<file path="src/mcr_regs.svh">
// ==========================================================
// register map, field positions, reset values, timing
`ifndef MCR_REGS_SVH
`define MCR_REGS_SVH

// ==========================================================
// register offsets
`define MCR_ADDR_CTRL 8'h00
`define MCR_ADDR_STATUS 8'h04
`define MCR_ADDR_INT_STAT 8'h08
`define MCR_ADDR_INT_MASK 8'h0C
`define MCR_ADDR_INRUSH 8'h10

// ==========================================================
// control register fields
`define MCR_CTRL_W 14
`define MCR_F_GAIN 2:0
`define MCR_F_SCHEME 4:3
`define MCR_F_VOLT 4
`define MCR_F_LIMIT 6:5
`define MCR_F_INTREF 7
`define MCR_F_STALLEN 8
`define MCR_F_REPORT 9
`define MCR_F_BRSRC 10
`define MCR_F_PWM 11
`define MCR_F_REGA 12
`define MCR_F_REGB 13
`define MCR_CTRL_RST 14'h0840

// ==========================================================
// interrupt bits
`define MCR_INT_W 3
`define MCR_EV_REG 0
`define MCR_EV_READY 1
`define MCR_EV_INRUSH 2

// ==========================================================
// scheme and limit mode encodings
`define MCR_SCHEME_OFFTIME 2'h0
`define MCR_SCHEME_CBC 2'h1
`define MCR_LIMIT_NONE 2'h0
`define MCR_LIMIT_INRUSH 2'h1

// ==========================================================
// startup period, in ticks of one lsb
`define MCR_INRUSH_RST 16'h2625

// ==========================================================
// timing
`define MCR_CLK_MHZ 250
`define MCR_T_BLANK_NS 1800
`define MCR_T_DEG_NS 1000
`define MCR_T_DELAY_NS 2000
`define MCR_T_OFF_NS 20000
`define MCR_T_INRUSH_LSB_NS 102400

`endif

</file>
<file path="src/mcr_pkg.sv">
`default_nettype none
// ==========================================================
// shared types of the current regulation block
package mcr_pkg;
	typedef enum logic [1:0] {MCR_COAST, MCR_FWD, MCR_REV, MCR_BRAKE}
		mcr_drive_type;
	typedef enum logic [1:0] {MCR_FOLLOW, MCR_OFFTIME, MCR_HOLD}
		mcr_reg_state_type;
	typedef enum logic [1:0] {MCR_GAIN_225, MCR_GAIN_1125, MCR_GAIN_5560}
		mcr_gain_type;
endpackage
`default_nettype wire

</file>
<file path="src/mcr_core.sv">
// Behaviour
// - gain code selects mirror gain range
// - gain code selects maximum current limit
// - sense valid only while low side conducts
// - sense disabled with the low-side off command
// - sense ready after delay, not on drive/brake
// - scheme 00 off-time, 01 cycle-by-cycle
// - scheme 1X: voltage/speed regulation, no current
// - trip when sensed voltage meets reference
// - internal reference select uses fixed reference
// - blank trip after each output switching
// - trip must persist for deglitch time
// - limit mode 00 never regulates
// - limit mode 01: inrush only if stall enabled
// - limit mode 1X regulates always
// - off-time brake, input change ends it
// - cbc brake until next pin edge or register bit rise
// - cbc report pulls fault low while regulating
`include "mcr_regs.svh"
`default_nettype none
// ==========================================================
// current sense and regulation control
module mcr_core #(
	parameter int OFF_CYC = (`MCR_T_OFF_NS * `MCR_CLK_MHZ) / 1000,
	parameter int INRUSH_LSB_CYC = (`MCR_T_INRUSH_LSB_NS * `MCR_CLK_MHZ)
		/ 1000
) (
	// clock and reset
	input wire logic clk_sys,
	input wire logic rstn,
	// register port
	input wire logic [7:0] regAddr,
	input wire logic [31:0] wrData,
	input wire logic wrEn,
	input wire logic rdEn,
	output logic [31:0] rdData,
	// bridge input pins
	input wire logic bridgeInputA,
	input wire logic bridgeInputB,
	// trip comparators, against pin and internal reference
	input wire logic tripCmpPinRef,
	input wire logic tripCmpIntRef,
	// bridge gate commands
	output logic highSideOnA,
	output logic highSideOnB,
	output logic lowSideOnA,
	output logic lowSideOnB,
	// sense output control
	output logic senseCurrentOutputEn,
	output logic senseReady,
	output mcr_pkg::mcr_gain_type mirrorGain,
	output logic [2:0] currentLimitIdx,
	output logic intRefSel,
	// status
	output logic voltageRegMode,
	output logic faultIndicatorN,
	output logic irq
);
	localparam int BLANK_CYC = (`MCR_T_BLANK_NS * `MCR_CLK_MHZ + 999) / 1000;
	localparam int DEG_CYC = (`MCR_T_DEG_NS * `MCR_CLK_MHZ + 999) / 1000;
	localparam int DELAY_CYC = (`MCR_T_DELAY_NS * `MCR_CLK_MHZ + 999) / 1000;

	typedef struct packed {
		logic [1:0] pinA;
		logic [1:0] pinB;
		logic [1:0] tripPin;
		logic [1:0] tripInt;
		logic prevA;
		logic prevB;
		logic prevReqDrive;
		logic started;
		logic prevInrush;
		logic [`MCR_CTRL_W-1:0] ctrl;
		logic [`MCR_INT_W-1:0] intStat;
		logic [`MCR_INT_W-1:0] intMask;
		logic [15:0] inrushSet;
		logic [15:0] pre;
		mcr_pkg::mcr_reg_state_type regState;
		mcr_pkg::mcr_drive_type drive;
		logic lowA;
		logic lowB;
		logic highA;
		logic highB;
		logic senseEn;
		logic senseReady;
		logic faultN;
		logic irq;
		logic voltMode;
		mcr_pkg::mcr_gain_type gain;
		logic [2:0] limitIdx;
		logic intRef;
		logic [31:0] rdData;
	} mcr_state_type;

	localparam mcr_state_type RST = '{
		ctrl: `MCR_CTRL_RST,
		inrushSet: `MCR_INRUSH_RST,
		faultN: 1'b1,
		regState: mcr_pkg::MCR_FOLLOW,
		drive: mcr_pkg::MCR_COAST,
		gain: mcr_pkg::MCR_GAIN_225,
		default: '0
	};

	mcr_state_type s;
	mcr_state_type n;

	// timer controls and status
	logic blankLoad, blankBusy;
	logic degLoad, degBusy;
	logic delayLoad, delayBusy;
	logic offLoad, offBusy;
	logic inrushLoad, inrushBusy;
	logic preTick;

	// ==========================================================
	// helper functions
	function automatic mcr_pkg::mcr_drive_type decodeDrive(
		input logic pwm, input logic a, input logic b);
		mcr_pkg::mcr_drive_type d;
		d = mcr_pkg::MCR_COAST;
		if (pwm) begin
			case ({a, b})
				2'b00: d = mcr_pkg::MCR_COAST;
				2'b01: d = mcr_pkg::MCR_REV;
				2'b10: d = mcr_pkg::MCR_FWD;
				default: d = mcr_pkg::MCR_BRAKE;
			endcase
		end else begin
			// a is enable, b is phase
			if (!a) begin
				d = mcr_pkg::MCR_BRAKE;
			end else if (b) begin
				d = mcr_pkg::MCR_FWD;
			end else begin
				d = mcr_pkg::MCR_REV;
			end
		end
		return d;
	endfunction

	function automatic logic isDrive(input mcr_pkg::mcr_drive_type d);
		return (d == mcr_pkg::MCR_FWD) || (d == mcr_pkg::MCR_REV);
	endfunction

	function automatic mcr_pkg::mcr_gain_type gainOf(input logic [2:0] c);
		mcr_pkg::mcr_gain_type g;
		g = mcr_pkg::MCR_GAIN_5560;
		case (c[2:1])
			2'b00: g = mcr_pkg::MCR_GAIN_225;
			2'b01: g = mcr_pkg::MCR_GAIN_1125;
			default: g = mcr_pkg::MCR_GAIN_5560;
		endcase
		return g;
	endfunction

	// limit index 0..5 = 4, 2, 1, 0.5, 0.25, 0.125 A
	function automatic logic [2:0] limitOf(input logic [2:0] c);
		return c[2] ? {2'b10, c[0]} : c;
	endfunction

	// ==========================================================
	// timers
	mcr_timer #(.W(16)) uBlank (
		.clk_sys(clk_sys), .rstn(rstn), .load(blankLoad),
		.loadVal(16'(BLANK_CYC)), .tick(1'b1), .busy(blankBusy)
	);
	mcr_timer #(.W(16)) uDeg (
		.clk_sys(clk_sys), .rstn(rstn), .load(degLoad),
		.loadVal(16'(DEG_CYC)), .tick(1'b1), .busy(degBusy)
	);
	mcr_timer #(.W(16)) uDelay (
		.clk_sys(clk_sys), .rstn(rstn), .load(delayLoad),
		.loadVal(16'(DELAY_CYC)), .tick(1'b1), .busy(delayBusy)
	);
	mcr_timer #(.W(16)) uOff (
		.clk_sys(clk_sys), .rstn(rstn), .load(offLoad),
		.loadVal(16'(OFF_CYC)), .tick(1'b1), .busy(offBusy)
	);
	mcr_timer #(.W(16)) uInrush (
		.clk_sys(clk_sys), .rstn(rstn), .load(inrushLoad),
		.loadVal(s.inrushSet), .tick(preTick), .busy(inrushBusy)
	);

	// ==========================================================
	// next-state logic
	always_comb begin
		logic effA;
		logic effB;
		logic cbcEdge;
		logic inChange;
		logic trip;
		logic tripQ;
		logic allowed;
		logic evReg;
		logic [`MCR_INT_W-1:0] ev;
		logic [`MCR_INT_W-1:0] clr;
		mcr_pkg::mcr_drive_type req;
		effA = 1'b0;
		effB = 1'b0;
		cbcEdge = 1'b0;
		inChange = 1'b0;
		trip = 1'b0;
		tripQ = 1'b0;
		allowed = 1'b0;
		evReg = 1'b0;
		ev = '0;
		clr = '0;
		req = mcr_pkg::MCR_COAST;
		n = s;
		offLoad = 1'b0;

		// two-stage synchronisers
		n.pinA = {s.pinA[0], bridgeInputA};
		n.pinB = {s.pinB[0], bridgeInputB};
		n.tripPin = {s.tripPin[0], tripCmpPinRef};
		n.tripInt = {s.tripInt[0], tripCmpIntRef};

		// bridge inputs from pins or register bits
		effA = s.ctrl[`MCR_F_BRSRC] ? s.ctrl[`MCR_F_REGA] : s.pinA[1];
		effB = s.ctrl[`MCR_F_BRSRC] ? s.ctrl[`MCR_F_REGB] : s.pinB[1];
		inChange = (effA != s.prevA) || (effB != s.prevB);
		if (s.ctrl[`MCR_F_BRSRC]) begin
			cbcEdge = (effA && !s.prevA) || (effB && !s.prevB);
		end else begin
			cbcEdge = inChange;
		end
		n.prevA = effA;
		n.prevB = effB;
		req = decodeDrive(s.ctrl[`MCR_F_PWM], effA, effB);

		// reference select, blanking and deglitch qualify the trip
		trip = s.ctrl[`MCR_F_INTREF] ? s.tripInt[1] : s.tripPin[1];
		tripQ = trip && !blankBusy && !degBusy;

		// limit mode and scheme decide if regulation may act
		case (s.ctrl[`MCR_F_LIMIT])
			`MCR_LIMIT_NONE: allowed = 1'b0;
			`MCR_LIMIT_INRUSH: begin
				allowed = s.ctrl[`MCR_F_STALLEN] ? inrushBusy : 1'b1;
			end
			default: allowed = 1'b1;
		endcase
		if (s.ctrl[`MCR_F_VOLT]) begin
			allowed = 1'b0;
		end

		// regulation state machine
		case (s.regState)
			mcr_pkg::MCR_FOLLOW: begin
				if (allowed && tripQ && isDrive(req)) begin
					evReg = 1'b1;
					if (s.ctrl[`MCR_F_SCHEME] == `MCR_SCHEME_OFFTIME) begin
						n.regState = mcr_pkg::MCR_OFFTIME;
						offLoad = 1'b1;
					end else begin
						n.regState = mcr_pkg::MCR_HOLD;
					end
				end
			end
			mcr_pkg::MCR_OFFTIME: begin
				if (inChange || !allowed) begin
					n.regState = mcr_pkg::MCR_FOLLOW;
				end else if (!offBusy) begin
					if (trip) begin
						offLoad = 1'b1;
					end else begin
						n.regState = mcr_pkg::MCR_FOLLOW;
					end
				end
			end
			mcr_pkg::MCR_HOLD: begin
				if (cbcEdge || !allowed) begin
					n.regState = mcr_pkg::MCR_FOLLOW;
				end
			end
			default: n.regState = mcr_pkg::MCR_FOLLOW;
		endcase

		// regulation overrides the inputs with brake
		n.drive = (n.regState == mcr_pkg::MCR_FOLLOW) ? req :
			mcr_pkg::MCR_BRAKE;
		n.highA = (n.drive == mcr_pkg::MCR_FWD);
		n.highB = (n.drive == mcr_pkg::MCR_REV);
		n.lowA = (n.drive == mcr_pkg::MCR_REV) ||
			(n.drive == mcr_pkg::MCR_BRAKE);
		n.lowB = (n.drive == mcr_pkg::MCR_FWD) ||
			(n.drive == mcr_pkg::MCR_BRAKE);

		// sense follows the low-side command in the same cycle
		n.senseEn = n.lowA || n.lowB;
		n.senseReady = n.senseEn && s.senseEn && !delayBusy;
		n.faultN = !((n.regState == mcr_pkg::MCR_HOLD) &&
			s.ctrl[`MCR_F_REPORT]);

		// startup period restarts when driving begins
		n.prevReqDrive = isDrive(req);
		n.started = 1'b1;
		n.prevInrush = inrushBusy;
		n.pre = preTick ? 16'h0000 : s.pre + 16'h0001;

		// configuration outputs
		n.gain = gainOf(s.ctrl[`MCR_F_GAIN]);
		n.limitIdx = limitOf(s.ctrl[`MCR_F_GAIN]);
		n.intRef = s.ctrl[`MCR_F_INTREF];
		n.voltMode = s.ctrl[`MCR_F_VOLT];

		// register writes take effect next cycle
		if (wrEn) begin
			case (regAddr)
				`MCR_ADDR_CTRL: n.ctrl = wrData[`MCR_CTRL_W-1:0];
				`MCR_ADDR_INT_STAT: clr = wrData[`MCR_INT_W-1:0];
				`MCR_ADDR_INT_MASK: n.intMask = wrData[`MCR_INT_W-1:0];
				`MCR_ADDR_INRUSH: n.inrushSet = wrData[15:0];
				default: ;
			endcase
		end

		// sticky events, set wins over write-one-clear
		ev[`MCR_EV_REG] = evReg;
		ev[`MCR_EV_READY] = n.senseReady && !s.senseReady;
		ev[`MCR_EV_INRUSH] = s.prevInrush && !inrushBusy;
		n.intStat = (s.intStat & ~clr) | ev;
		n.irq = |(n.intStat & n.intMask);

		// read data stand one cycle only
		n.rdData = '0;
		if (rdEn) begin
			case (regAddr)
				`MCR_ADDR_CTRL: n.rdData = {18'h0_0000, s.ctrl};
				`MCR_ADDR_STATUS: begin
					n.rdData = {22'h00_0000, s.voltMode, s.faultN,
						inrushBusy, allowed, tripQ, s.senseReady,
						s.regState, s.drive};
				end
				`MCR_ADDR_INT_STAT: n.rdData = {29'h0000_0000, s.intStat};
				`MCR_ADDR_INT_MASK: n.rdData = {29'h0000_0000, s.intMask};
				`MCR_ADDR_INRUSH: n.rdData = {16'h0000, s.inrushSet};
				default: n.rdData = '0;
			endcase
		end
	end

	// ==========================================================
	// timer load terms
	assign blankLoad = (n.drive != s.drive);
	assign degLoad = blankBusy ||
		!(s.ctrl[`MCR_F_INTREF] ? s.tripInt[1] : s.tripPin[1]);
	assign delayLoad = n.senseEn && !s.senseEn;
	assign inrushLoad = !s.started || (n.prevReqDrive && !s.prevReqDrive);
	assign preTick = (s.pre == 16'(INRUSH_LSB_CYC - 1));

	// ==========================================================
	// state register
	always_ff @(posedge clk_sys or negedge rstn) begin
		if (!rstn) begin
			s <= RST;
		end else begin
			s <= n;
		end
	end

	// ==========================================================
	// outputs straight from flops
	assign rdData = s.rdData;
	assign highSideOnA = s.highA;
	assign highSideOnB = s.highB;
	assign lowSideOnA = s.lowA;
	assign lowSideOnB = s.lowB;
	assign senseCurrentOutputEn = s.senseEn;
	assign senseReady = s.senseReady;
	assign mirrorGain = s.gain;
	assign currentLimitIdx = s.limitIdx;
	assign intRefSel = s.intRef;
	assign voltageRegMode = s.voltMode;
	assign faultIndicatorN = s.faultN;
	assign irq = s.irq;
endmodule
`default_nettype wire

</file>
<file path="src/mcr_timer.sv">
`default_nettype none
// ==========================================================
// down counter; busy while the count is not zero
module mcr_timer #(
	parameter int W = 16
) (
	// clock and reset
	input wire logic clk_sys,
	input wire logic rstn,
	// control
	input wire logic load,
	input wire logic [W-1:0] loadVal,
	input wire logic tick,
	// status
	output logic busy
);
	typedef struct packed {
		logic [W-1:0] cnt;
		logic busy;
	} mcr_timer_state_type;

	mcr_timer_state_type s;
	mcr_timer_state_type n;

	// load wins over counting
	always_comb begin
		n = s;
		if (load) begin
			n.cnt = loadVal;
		end else if (tick && s.cnt != '0) begin
			n.cnt = s.cnt - 1'b1;
		end
		n.busy = (n.cnt != '0);
	end

	// state register
	always_ff @(posedge clk_sys or negedge rstn) begin
		if (!rstn) begin
			s <= '0;
		end else begin
			s <= n;
		end
	end

	assign busy = s.busy;
endmodule
`default_nettype wire

</file>
<file path="config.mk">
export PLATFORM = sky130hd
export DESIGN_NAME = mcr_core
export DESIGN_NICKNAME = d
export VERILOG_FILES = /design/src/mcr_pkg.sv /design/src/mcr_core.sv /design/src/mcr_timer.sv
export VERILOG_INCLUDE_DIRS = /design/src
export SDC_FILE = /design/constraint.sdc
export NUM_CORES = 1
export LEC_CHECK = 0
export ABC_AREA = 1
export BUFFER_PORTS_ARGS = -buffer_cell sky130_fd_sc_hd__buf_2
export CAP_MARGIN = 20
export CORE_ASPECT_RATIO = 1.25
export CORE_MARGIN = 2
export CORE_UTILIZATION = 45
export CTS_CLUSTER_DIAMETER = 200
export CTS_CLUSTER_SIZE = 10
export DETAILED_ROUTE_END_ITERATION = 8
export PLACE_DENSITY = 0.74
export SETUP_SLACK_MARGIN = 0.5
export SKIP_CTS_REPAIR_TIMING = 1
export SKIP_LAST_GASP = 1
export SLEW_MARGIN = 40
export SYNTH_ARGS = -nofsm -noshare
export SYNTH_HDL_FRONTEND = slang
export SYNTH_HIERARCHICAL = 1
export SYNTH_SLANG_ARGS = --single-unit
</file>
<file path="constraint.sdc">
create_clock -name clk_sys -period 4.97 [get_ports clk_sys]
set_input_delay 0.2485 -clock clk_sys [delete_from_list [all_inputs] [get_ports clk_sys]]
set_output_delay 0.2485 -clock clk_sys [all_outputs]
set_load 0.02 [all_outputs]
</file>
==> results list, run 1 <==
- Run status: finished, final reports clean
* HPWL after detailed placement: 18.0 mm
* Residual antenna-violating net count after detailed routing: 0
- Worst path required time: 5.29 ns
* TritonRoute pass-1 iters: 7
- The worst setup path is launched from a register.
* Layout Nets: 1743
- Measured in cells, the most critical reg-to-reg path has a length of 20.
- The cell count after synthesis came out at 1585.
- Synth unique cells: 45
- For this run, design rule violations remaining after detail routing come to 0.
- P per Cell Area: 353 mW/mm^2
- Together, buffers and inverters on the worst path number 4.
- Insertion delay of the later-clocked pin in the worst-skew pair: 0.44 ns
- The clock passes through at most 2 buffers.
* Most frequently used cell type in the post-synthesis netlist: sky130_fd_sc_hd__nand2_1
- The largest total area in the synthesized netlist belongs to sky130_fd_sc_hd__dfrtp_1.
* Final period util: 0.737
* Min-delay worst type: in2reg
- Ranking of synthesized cells by instance count: sky130_fd_sc_hd__nand2_1, sky130_fd_sc_hd__dfrtp_1, sky130_fd_sc_hd__inv_1
* Launching point of the worst reg2reg path: s[99]
* Total negative slack for setup checks: 0 ns
- Post-Route Skew: 0.0135 ns
* VDD IR max: 0.000250 V
* Yosys warnings: 6
* Data arrival time of the critical path: 3.99 ns
* Clock tree from TritonCTS: yes
* Fraction of final layout cells with drive strength greater than 1: 0.145
- Number of sinks driven by the clock tree: 183
- Starting density of the core: 0.455
- The via count of the first global-routing pass came to 9173.
- In this run the tool buffered the top-level ports with 62 buffer cells.
* Die boundary height: 182 um
* Aggregate global-route resource usage: 0.188
- Dividing the detail-routed wire length by the instance count gives 11.9 um.
- In this run the tightest slew margin relative to its limit is 0.513.
* Portion of the post-synthesis area used by sequential elements: 0.401
* Total clock buffers created by CTS: 17
- Most repeated library cell on the critical path: sky130_fd_sc_hd__nand2_1
- Last weighted congestion value of the routability-driven placer: 0.866
- DIE AREA: 0.0267 mm^2
* Clock transition time at the flip-flop clock pins of the worst setup and hold paths: 0.07 ns
- Worst-path cell chain: inv_2 > nand2_2 > nand2_4 > ha_1 > nand2_1 > nor3_1 > o21ai_1 > nand2_2 > nor2_8 > nand2_4 > inv_2 > nor2_1 > inv_1 > or2_2 > nand2_1 > nand2_1 > inv_1 > nand2_1 > nor2_1 > nand3_1
* Cell with the largest stage delay on the worst path: sky130_fd_sc_hd__inv_1
- CTS built an H-tree with a depth of 4.
* Final wirelength: 24.2 mm
* Flops & latches, synth: 183
- Cell row count: 65
- Layout overhead on the synthesized area: 10.3%
- The initial antenna violation count is 0.
- Number of vias in the routed layout: 9682
- Largest stage delay, worst path: 0.49 ns
- In this run the standard cell core region covers 0.0251 mm^2.
- STA classifies the critical path endpoint as a register.
- Capture point of the worst reg-to-reg path: uDelay/busy
- In this run the most critical hold path is launched from wrData[14].
* Setup repair after global routing missed its margin: false
* Largest net degree at the start of global routing: 98
- For this design the top-level I/O count stands at 95.
- Largest cells by area after synthesis: sky130_fd_sc_hd__dfrtp_1, sky130_fd_sc_hd__nand2_1, sky130_fd_sc_hd__nand3_1
- Count of antenna diodes in the layout: 0
- First-pass GRT wire length: 41.5 mm
* Maximum Capacitance Violations: 0
- Each instance of the synthesized netlist takes up on average 7.22 um^2.
- Post-Synthesis Cell Area: 0.0114 mm^2
* Number of synthesized flops with an enable pin: 0
- The critical path is of the reg2reg type.
- Die Wd: 147 um
- Least-Margin Pin Slew: 0.730 ns
- In this run, the number of DRC markers left after iteration 0 of detailed routing was 510.
- After layout, the design draws a total of 4.45 mW.
- Slack of the worst reg-to-reg path: 1.31 ns
- Number of cells on the worst hold path: 2
- Share of flip-flops with an asynchronous set or reset after synthesis: 1.00
- The count of final max-slew check failures was 0.
- Setup violations remaining at the end of the flow were counted as 0.
* Fmax: 0.273 GHz
* Cell type group with the largest total delay on the critical path: simple AND/OR/NAND/NOR gates
- Leakage power summed over all cells: 6.79 nW
- Worst hold slack after final layout: 0.0246 ns
- Worst-path maximum fanout: 25
- Count of final hold-check violations: 0
- CTS placed an instance of sky130_fd_sc_hd__clkbuf_16 at the clock tree root.
- Of the post-synthesis cell area, the dominant cell type holds 0.380.
- Time the worst path needs with I/O delays and setup: 3.66 ns
- After detailed routing, the number of vias per cell comes to 4.77.
- For this run the aggregate overflow at the end of global routing stands at 0.
* Primary flip-flop cell chosen by synthesis mapping: sky130_fd_sc_hd__dfrtp_1
- The worst hold path terminates at s[81].
[metrics by stage]
step | area, um^2 | utilization | instances | setup WS (ns)
3_3_place_gp | 11900 | 0.475 | 1992 | 1.40
2_1_floorplan | 11800 | - | 1668 | 2.32
6_report | 12600 | 0.502 | 2030 | 1.31
3_5_place_dp | 11900 | 0.475 | 1992 | 1.32
5_1_grt | 12600 | 0.502 | 2030 | 0.944
4_1_cts | 12500 | 0.499 | 2024 | 1.32
[layout make-up]
| class | count | area [um^2] |
|---|---|---|
| fill | 2441 | 12500 |
| clock buffer | 22 | 464 |
| multi-input combinational | 1226 | 5920 |
| timing repair buffer | 70 | 413 |
| sequential | 183 | 4590 |
| clock inverter | 10 | 121 |
| inverter | 184 | 691 |
| tap | 335 | 419 |
[per-layer routing]
layer / vias to the layer above / track usage / routed length, um
li1: 5012 / - / -
met3: 40 / 0.0280 / 649
met5: - / 0 / 0
met4: 0 / 0.0757 / 700
met1: 4473 / 0.225 / 10500
met2: 157 / 0.339 / 12400
[layout by cell type (no fill, tap or decap), types with 24 or more instances in the layout]
cell and instances:
sky130_fd_sc_hd__nor2_1 122, sky130_fd_sc_hd__nand2_1 564, sky130_fd_sc_hd__nand3b_1 30, sky130_fd_sc_hd__o21ai_0 28
sky130_fd_sc_hd__o21ai_1 29, sky130_fd_sc_hd__conb_1 85, sky130_fd_sc_hd__nor2_2 24, sky130_fd_sc_hd__buf_2 61
sky130_fd_sc_hd__or2_2 35, sky130_fd_sc_hd__nand2_2 31, sky130_fd_sc_hd__dfrtp_1 174, sky130_fd_sc_hd__inv_1 171
sky130_fd_sc_hd__nand3_1 149
[flip-flops by register name (all words and copies together) (netlist names), 3 cells and up]
| signal | count |
|---|---|
| uInrush/s | 16 |
| uBlank/s | 16 |
| uDelay/s | 16 |
| rdData | 16 |
| n | 6 |
| uDeg/s | 16 |
| currentLimitIdx | 3 |
| uOff/s | 16 |
| s | 63 |
[cell families after synthesis]
| family | count (synthesis) | synth area share |
|---|---|---|
| AND/OR/NAND/NOR | 1026 | 0.418 |
| buffers and inverters | 259 | 0.109 |
| flip-flops | 183 | 0.401 |
| AO/OA/AOI/OAI | 81 | 0.0400 |
| XOR/XNOR | 19 | 0.0145 |
| adder cells (fa/ha/maj) | 13 | 0.0142 |
| other | 2 | 0.000656 |
| multiplexers | 2 | 0.00197 |
[power by group]
part / internal, mW / total, mW / switching, mW / leakage [nW]
Clock: 0.770 / 1.36 / 0.588 / 0.273
Sequential: 1.67 / 1.88 / 0.208 / 2.29
Combinational: 0.440 / 1.22 / 0.780 / 4.23
[worst max path at each step]
stage	startpoint	to	depth (start not counted)
floorplan	s[99]	uBlank/busy	21
global placement	s[99]	uDelay/busy	20
detailed placement	s[99]	uDelay/busy	20
CTS	s[99]	uDelay/busy	20
global route	s[99]	uDelay/busy	20
finish	s[99]	uDelay/busy	20
Note: power is estimated with default switching activity, not from simulation.
==> run 2, diff against run 1 <==
- clock period: 4.97 -> 3.4 ns (I/O delays scaled with it)
==> run 2 against run 1 <==
Compared with the run above: clock power is 43% higher; largest power group unchanged; clock skew down 0.0050 ns; sequential share of layout area shrank 1.2 points; core utilization rose by 1.7 points; setup slack lost 0.80 ns; critical path type unchanged; register-to-register slack worse by 0.80 ns; critical path depth decreased by 1; count of clock-buffer cells in the layout rose by 1; cell area grew 3.5%; largest cell class unchanged; flip-flop and latch count did not move.
==> results list, run 2 (same netlist as run 1, synthesis figures left out) <==
- The routed wirelength normalized by instance count was 12.3 um (+3.2%).
- The power share of the sequential group was 0.418 (-0.003).
- The chip height was 182 um (unchanged).
* Placed instance count: 2005 (+0.65%)
- The delay of the slowest cell on the worst path is 0.48 ns (about the same).
* Clock root buffer: sky130_fd_sc_hd__clkbuf_16
- Aggregate global-route resource usage: 0.190 (+0.00214)
- Maximum number of buffers from clock root to sink: 2 (unchanged)
- The internal power was 4.26 mW (+48%).
- Most repeated library cell on the critical path: sky130_fd_sc_hd__nand2_4
* Switching power: 2.33 mW (+48%)
* Fill cell instance count of the final layout: 2331 (-4.5%)
- Multi-input gate area in the final layout: 0.00608 mm^2 (+2.7%)
* Most common cell after layout, fill and taps aside: sky130_fd_sc_hd__nand2_1
* Cell with the largest stage delay on the worst path: sky130_fd_sc_hd__dfrtp_2
- Clock transition time at the flip-flop clock pins of the worst setup and hold paths: 0.07 ns (about the same)
- The worst setup path is captured at a register.
- Number of sinks driven by the clock tree: 183 (unchanged)
- HPWL after detailed placement: 18.5 mm (+2.8%)
- Clk pwr share: 0.294 (-0.011)
- The number of rows created at floorplan was 65 (unchanged).
- Setup repair after global routing could not meet its margin everywhere.
- First-pass GRT wire length: 41.8 mm (+0.81%)
* Startpoint type of the worst setup path: register
- Initial antenna violation count: 0 (unchanged)
- Insertion delay of the later-clocked pin in the worst-skew pair: 0.43 ns (about the same)
- The pre-CTS worst setup slack is 0.337 ns (-0.983 ns).
- Relative to the synthesized area, the layout overhead comes to 14.1%.
- The via-per-instance ratio was 4.80 (+0.63%).
- VDD IR max: 0.000360 V (+44%)
- Leakage power summed over all cells: 6.99 nW (+3.0%)
- Most used cells in the layout excluding fill and tap cells: sky130_fd_sc_hd__nand2_1, sky130_fd_sc_hd__dfrtp_1, sky130_fd_sc_hd__inv_1
- The minimum hold slack came to 0.00980 ns (-0.0148 ns).
- The part of the power in combinational logic is 0.288 (+0.014).
* Time the worst path needs with I/O delays and setup: 2.90 ns (-0.768 ns)
* Count of antenna diodes in the layout: 0 (unchanged)
* Core area: 0.0251 mm^2 (unchanged)
- The via count of the first global-routing pass came to 9110 (-0.69%).
- The final cycle utilization of the critical path came to 0.852 (+0.114).
* Global route total overflow: 0 (unchanged)
* Data arrival time of the critical path: 3.21 ns (-0.78 ns)
- Clock tree from TritonCTS: yes
* Final wirelength: 25.4 mm (+4.9%)
- The maximum net fanout on the critical path came to 6 (-76%).
* DRC violations left: 0 (unchanged)
* Min-delay worst type: in2reg
- The run finished with clean final reports.
- The area of the die is 0.0267 mm^2 (unchanged).
- Depth of the most critical reg-to-reg path: 19 (-5.0%)
* Count of final hold-check violations: 0 (unchanged)
* Sw Ratio: 0.354 (about the same)
* Number of cells on the worst hold path: 3 (+1)
- Number of vias in the routed layout: 9906 (+2.3%)
- The number of design-rule violations left by the first detailed-router iteration came to 571 (+12%).
- The setup path with the least slack is of type reg2reg.
- Max Transition Viols Final: 0 (unchanged)
- The maximum number of pins on one net before global-route repair was 84 (-14%).
- Worst max-slew margin expressed relative to the limit: 0.514 (+0.000963)
* Least-Margin Pin Slew: 0.729 ns (-0.00144 ns)
- Total clock buffers created by CTS: 17 (unchanged)
- The max-capacitance violation count is 0 (unchanged).
- Layout Nets: 1777 (+2.0%)
- The starting density of the core was 0.455 (unchanged).
- The number of flip-flops under the largest register name came to 63 (unchanged).
- Fmax: 0.345 GHz (+27%)
- P per Cell Area: 505 mW/mm^2 (+43%)
- # setup viols final: 0 (unchanged)
- The utilization of the core after routing came to 0.519 (+0.0173).
* Die Wd: 147 um (unchanged)
* TritonRoute pass-1 iters: 6 (-1)
- The count of non-filler cells in the finished layout came to 2064 (+1.7%).
- The share of final-layout standard cells stronger than drive strength 1 came to 0.174 (+0.0290).
- Worst path required time: 3.71 ns (-1.58 ns)
- The post-route worst setup slack is 0.504 ns (-0.802 ns).
- The setup TNS was 0 ns (unchanged).
* Worst-path cell chain: inv_4 > nand2_4 > nand2_4 > ha_4 > nand2_4 > nor3_4 > o21ai_2 > nand2_2 > nor2_8 > nand2_4 > xnor2_2 > nand2_2 > clkinvlp_4 > buf_6 > or2_4 > nand2_2 > nand3_2 > nor2_1 > nand3_1
- Seq. cell area: 0.00459 mm^2 (about the same)
- The register with the most flip-flops in the final layout is s.
- H-tree lvl count: 4 (unchanged)
* Post-Route Skew: 0.00852 ns (-0.00495 ns)
- The number of routed nets with antenna violations came to 0 (unchanged).
- The weighted congestion at the end of routability-driven global placement is 0.859 (-0.79%).
- The total I/O pin count was 95 (unchanged).
- The count of input and output buffers came to 62 (unchanged).
[run 2: cell types whose count changed in the layout (fill, tap and decap cells not counted), sizes merged]
cell,delta
buf,+28
clkbuf,+2
clkinvlp,+1
clkinv,-1
dlygate4sd3,+4
[run 2: metrics by stage]
step                      power [mW]  cell area, um^2
after floorplan                 4.18            11800
after global placement          4.52            12100
after detailed placement        4.58            12100
after CTS                       6.54            12600
after global routing            7.05            13100
final                           6.59            13100
[run 2: critical path: cells and delay by family, from the launching register on]
kind	cells	cell delay, ns
and+or+nand+nor	13	1.35
buffers and inverters	3	0.49
xor gates and xnor gates	1	0.16
DFF	1	0.48
AOI/OAI and AO/OA	1	0.07
adders and majority gates	1	0.21
[run 2: cell type report]
class | count | share of cell area
Multi-Input combinational cell | 1226 | 0.466
Sequential cell | 183 | 0.352
Inverter | 184 | 0.0534
Timing Repair Buffer | 103 | 0.0523
Clock buffer | 23 | 0.0351
Tap cell | 335 | 0.0321
Clock inverter | 9 | 0.00901
Timing Repair inverter | 1 | 0.000575
[run 2: final timing paths]
check,from,end,slack [ns]
setup / recovery,s[99],uBlank/busy,0.50
hold / removal,rdEn,rdData[7],0.01
setup reg to reg,s[99],uBlank/busy,0.50
hold reg to reg,n[111],s[111],0.35
max in group asynchronous,rstn,s[59],2.14
min in group asynchronous,rstn,uDelay/s[8],0.27
[run 2: power by group through the flow]
| stage | Sequential (mW) | Combinational (mW) | Clock, mW |
|---|---|---|---|
| 2_1_floorplan | 2.71 | 1.48 | 0 |
| 3_3_place_gp | 2.77 | 1.75 | 0 |
| 3_5_place_dp | 2.78 | 1.81 | 0 |
| 4_1_cts | 2.74 | 1.81 | 1.98 |
| 5_1_grt | 2.79 | 2.17 | 2.09 |
| 6_report | 2.75 | 1.90 | 1.94 |
[run 2: routing by layer]
metal  up-vias  wire length, um  GRT usage
li1       5086                -          -
met1      4561            10500      0.223
met2       219            13300      0.348
met3        40              914     0.0295
met4         0              715     0.0734
met5         -                0          0
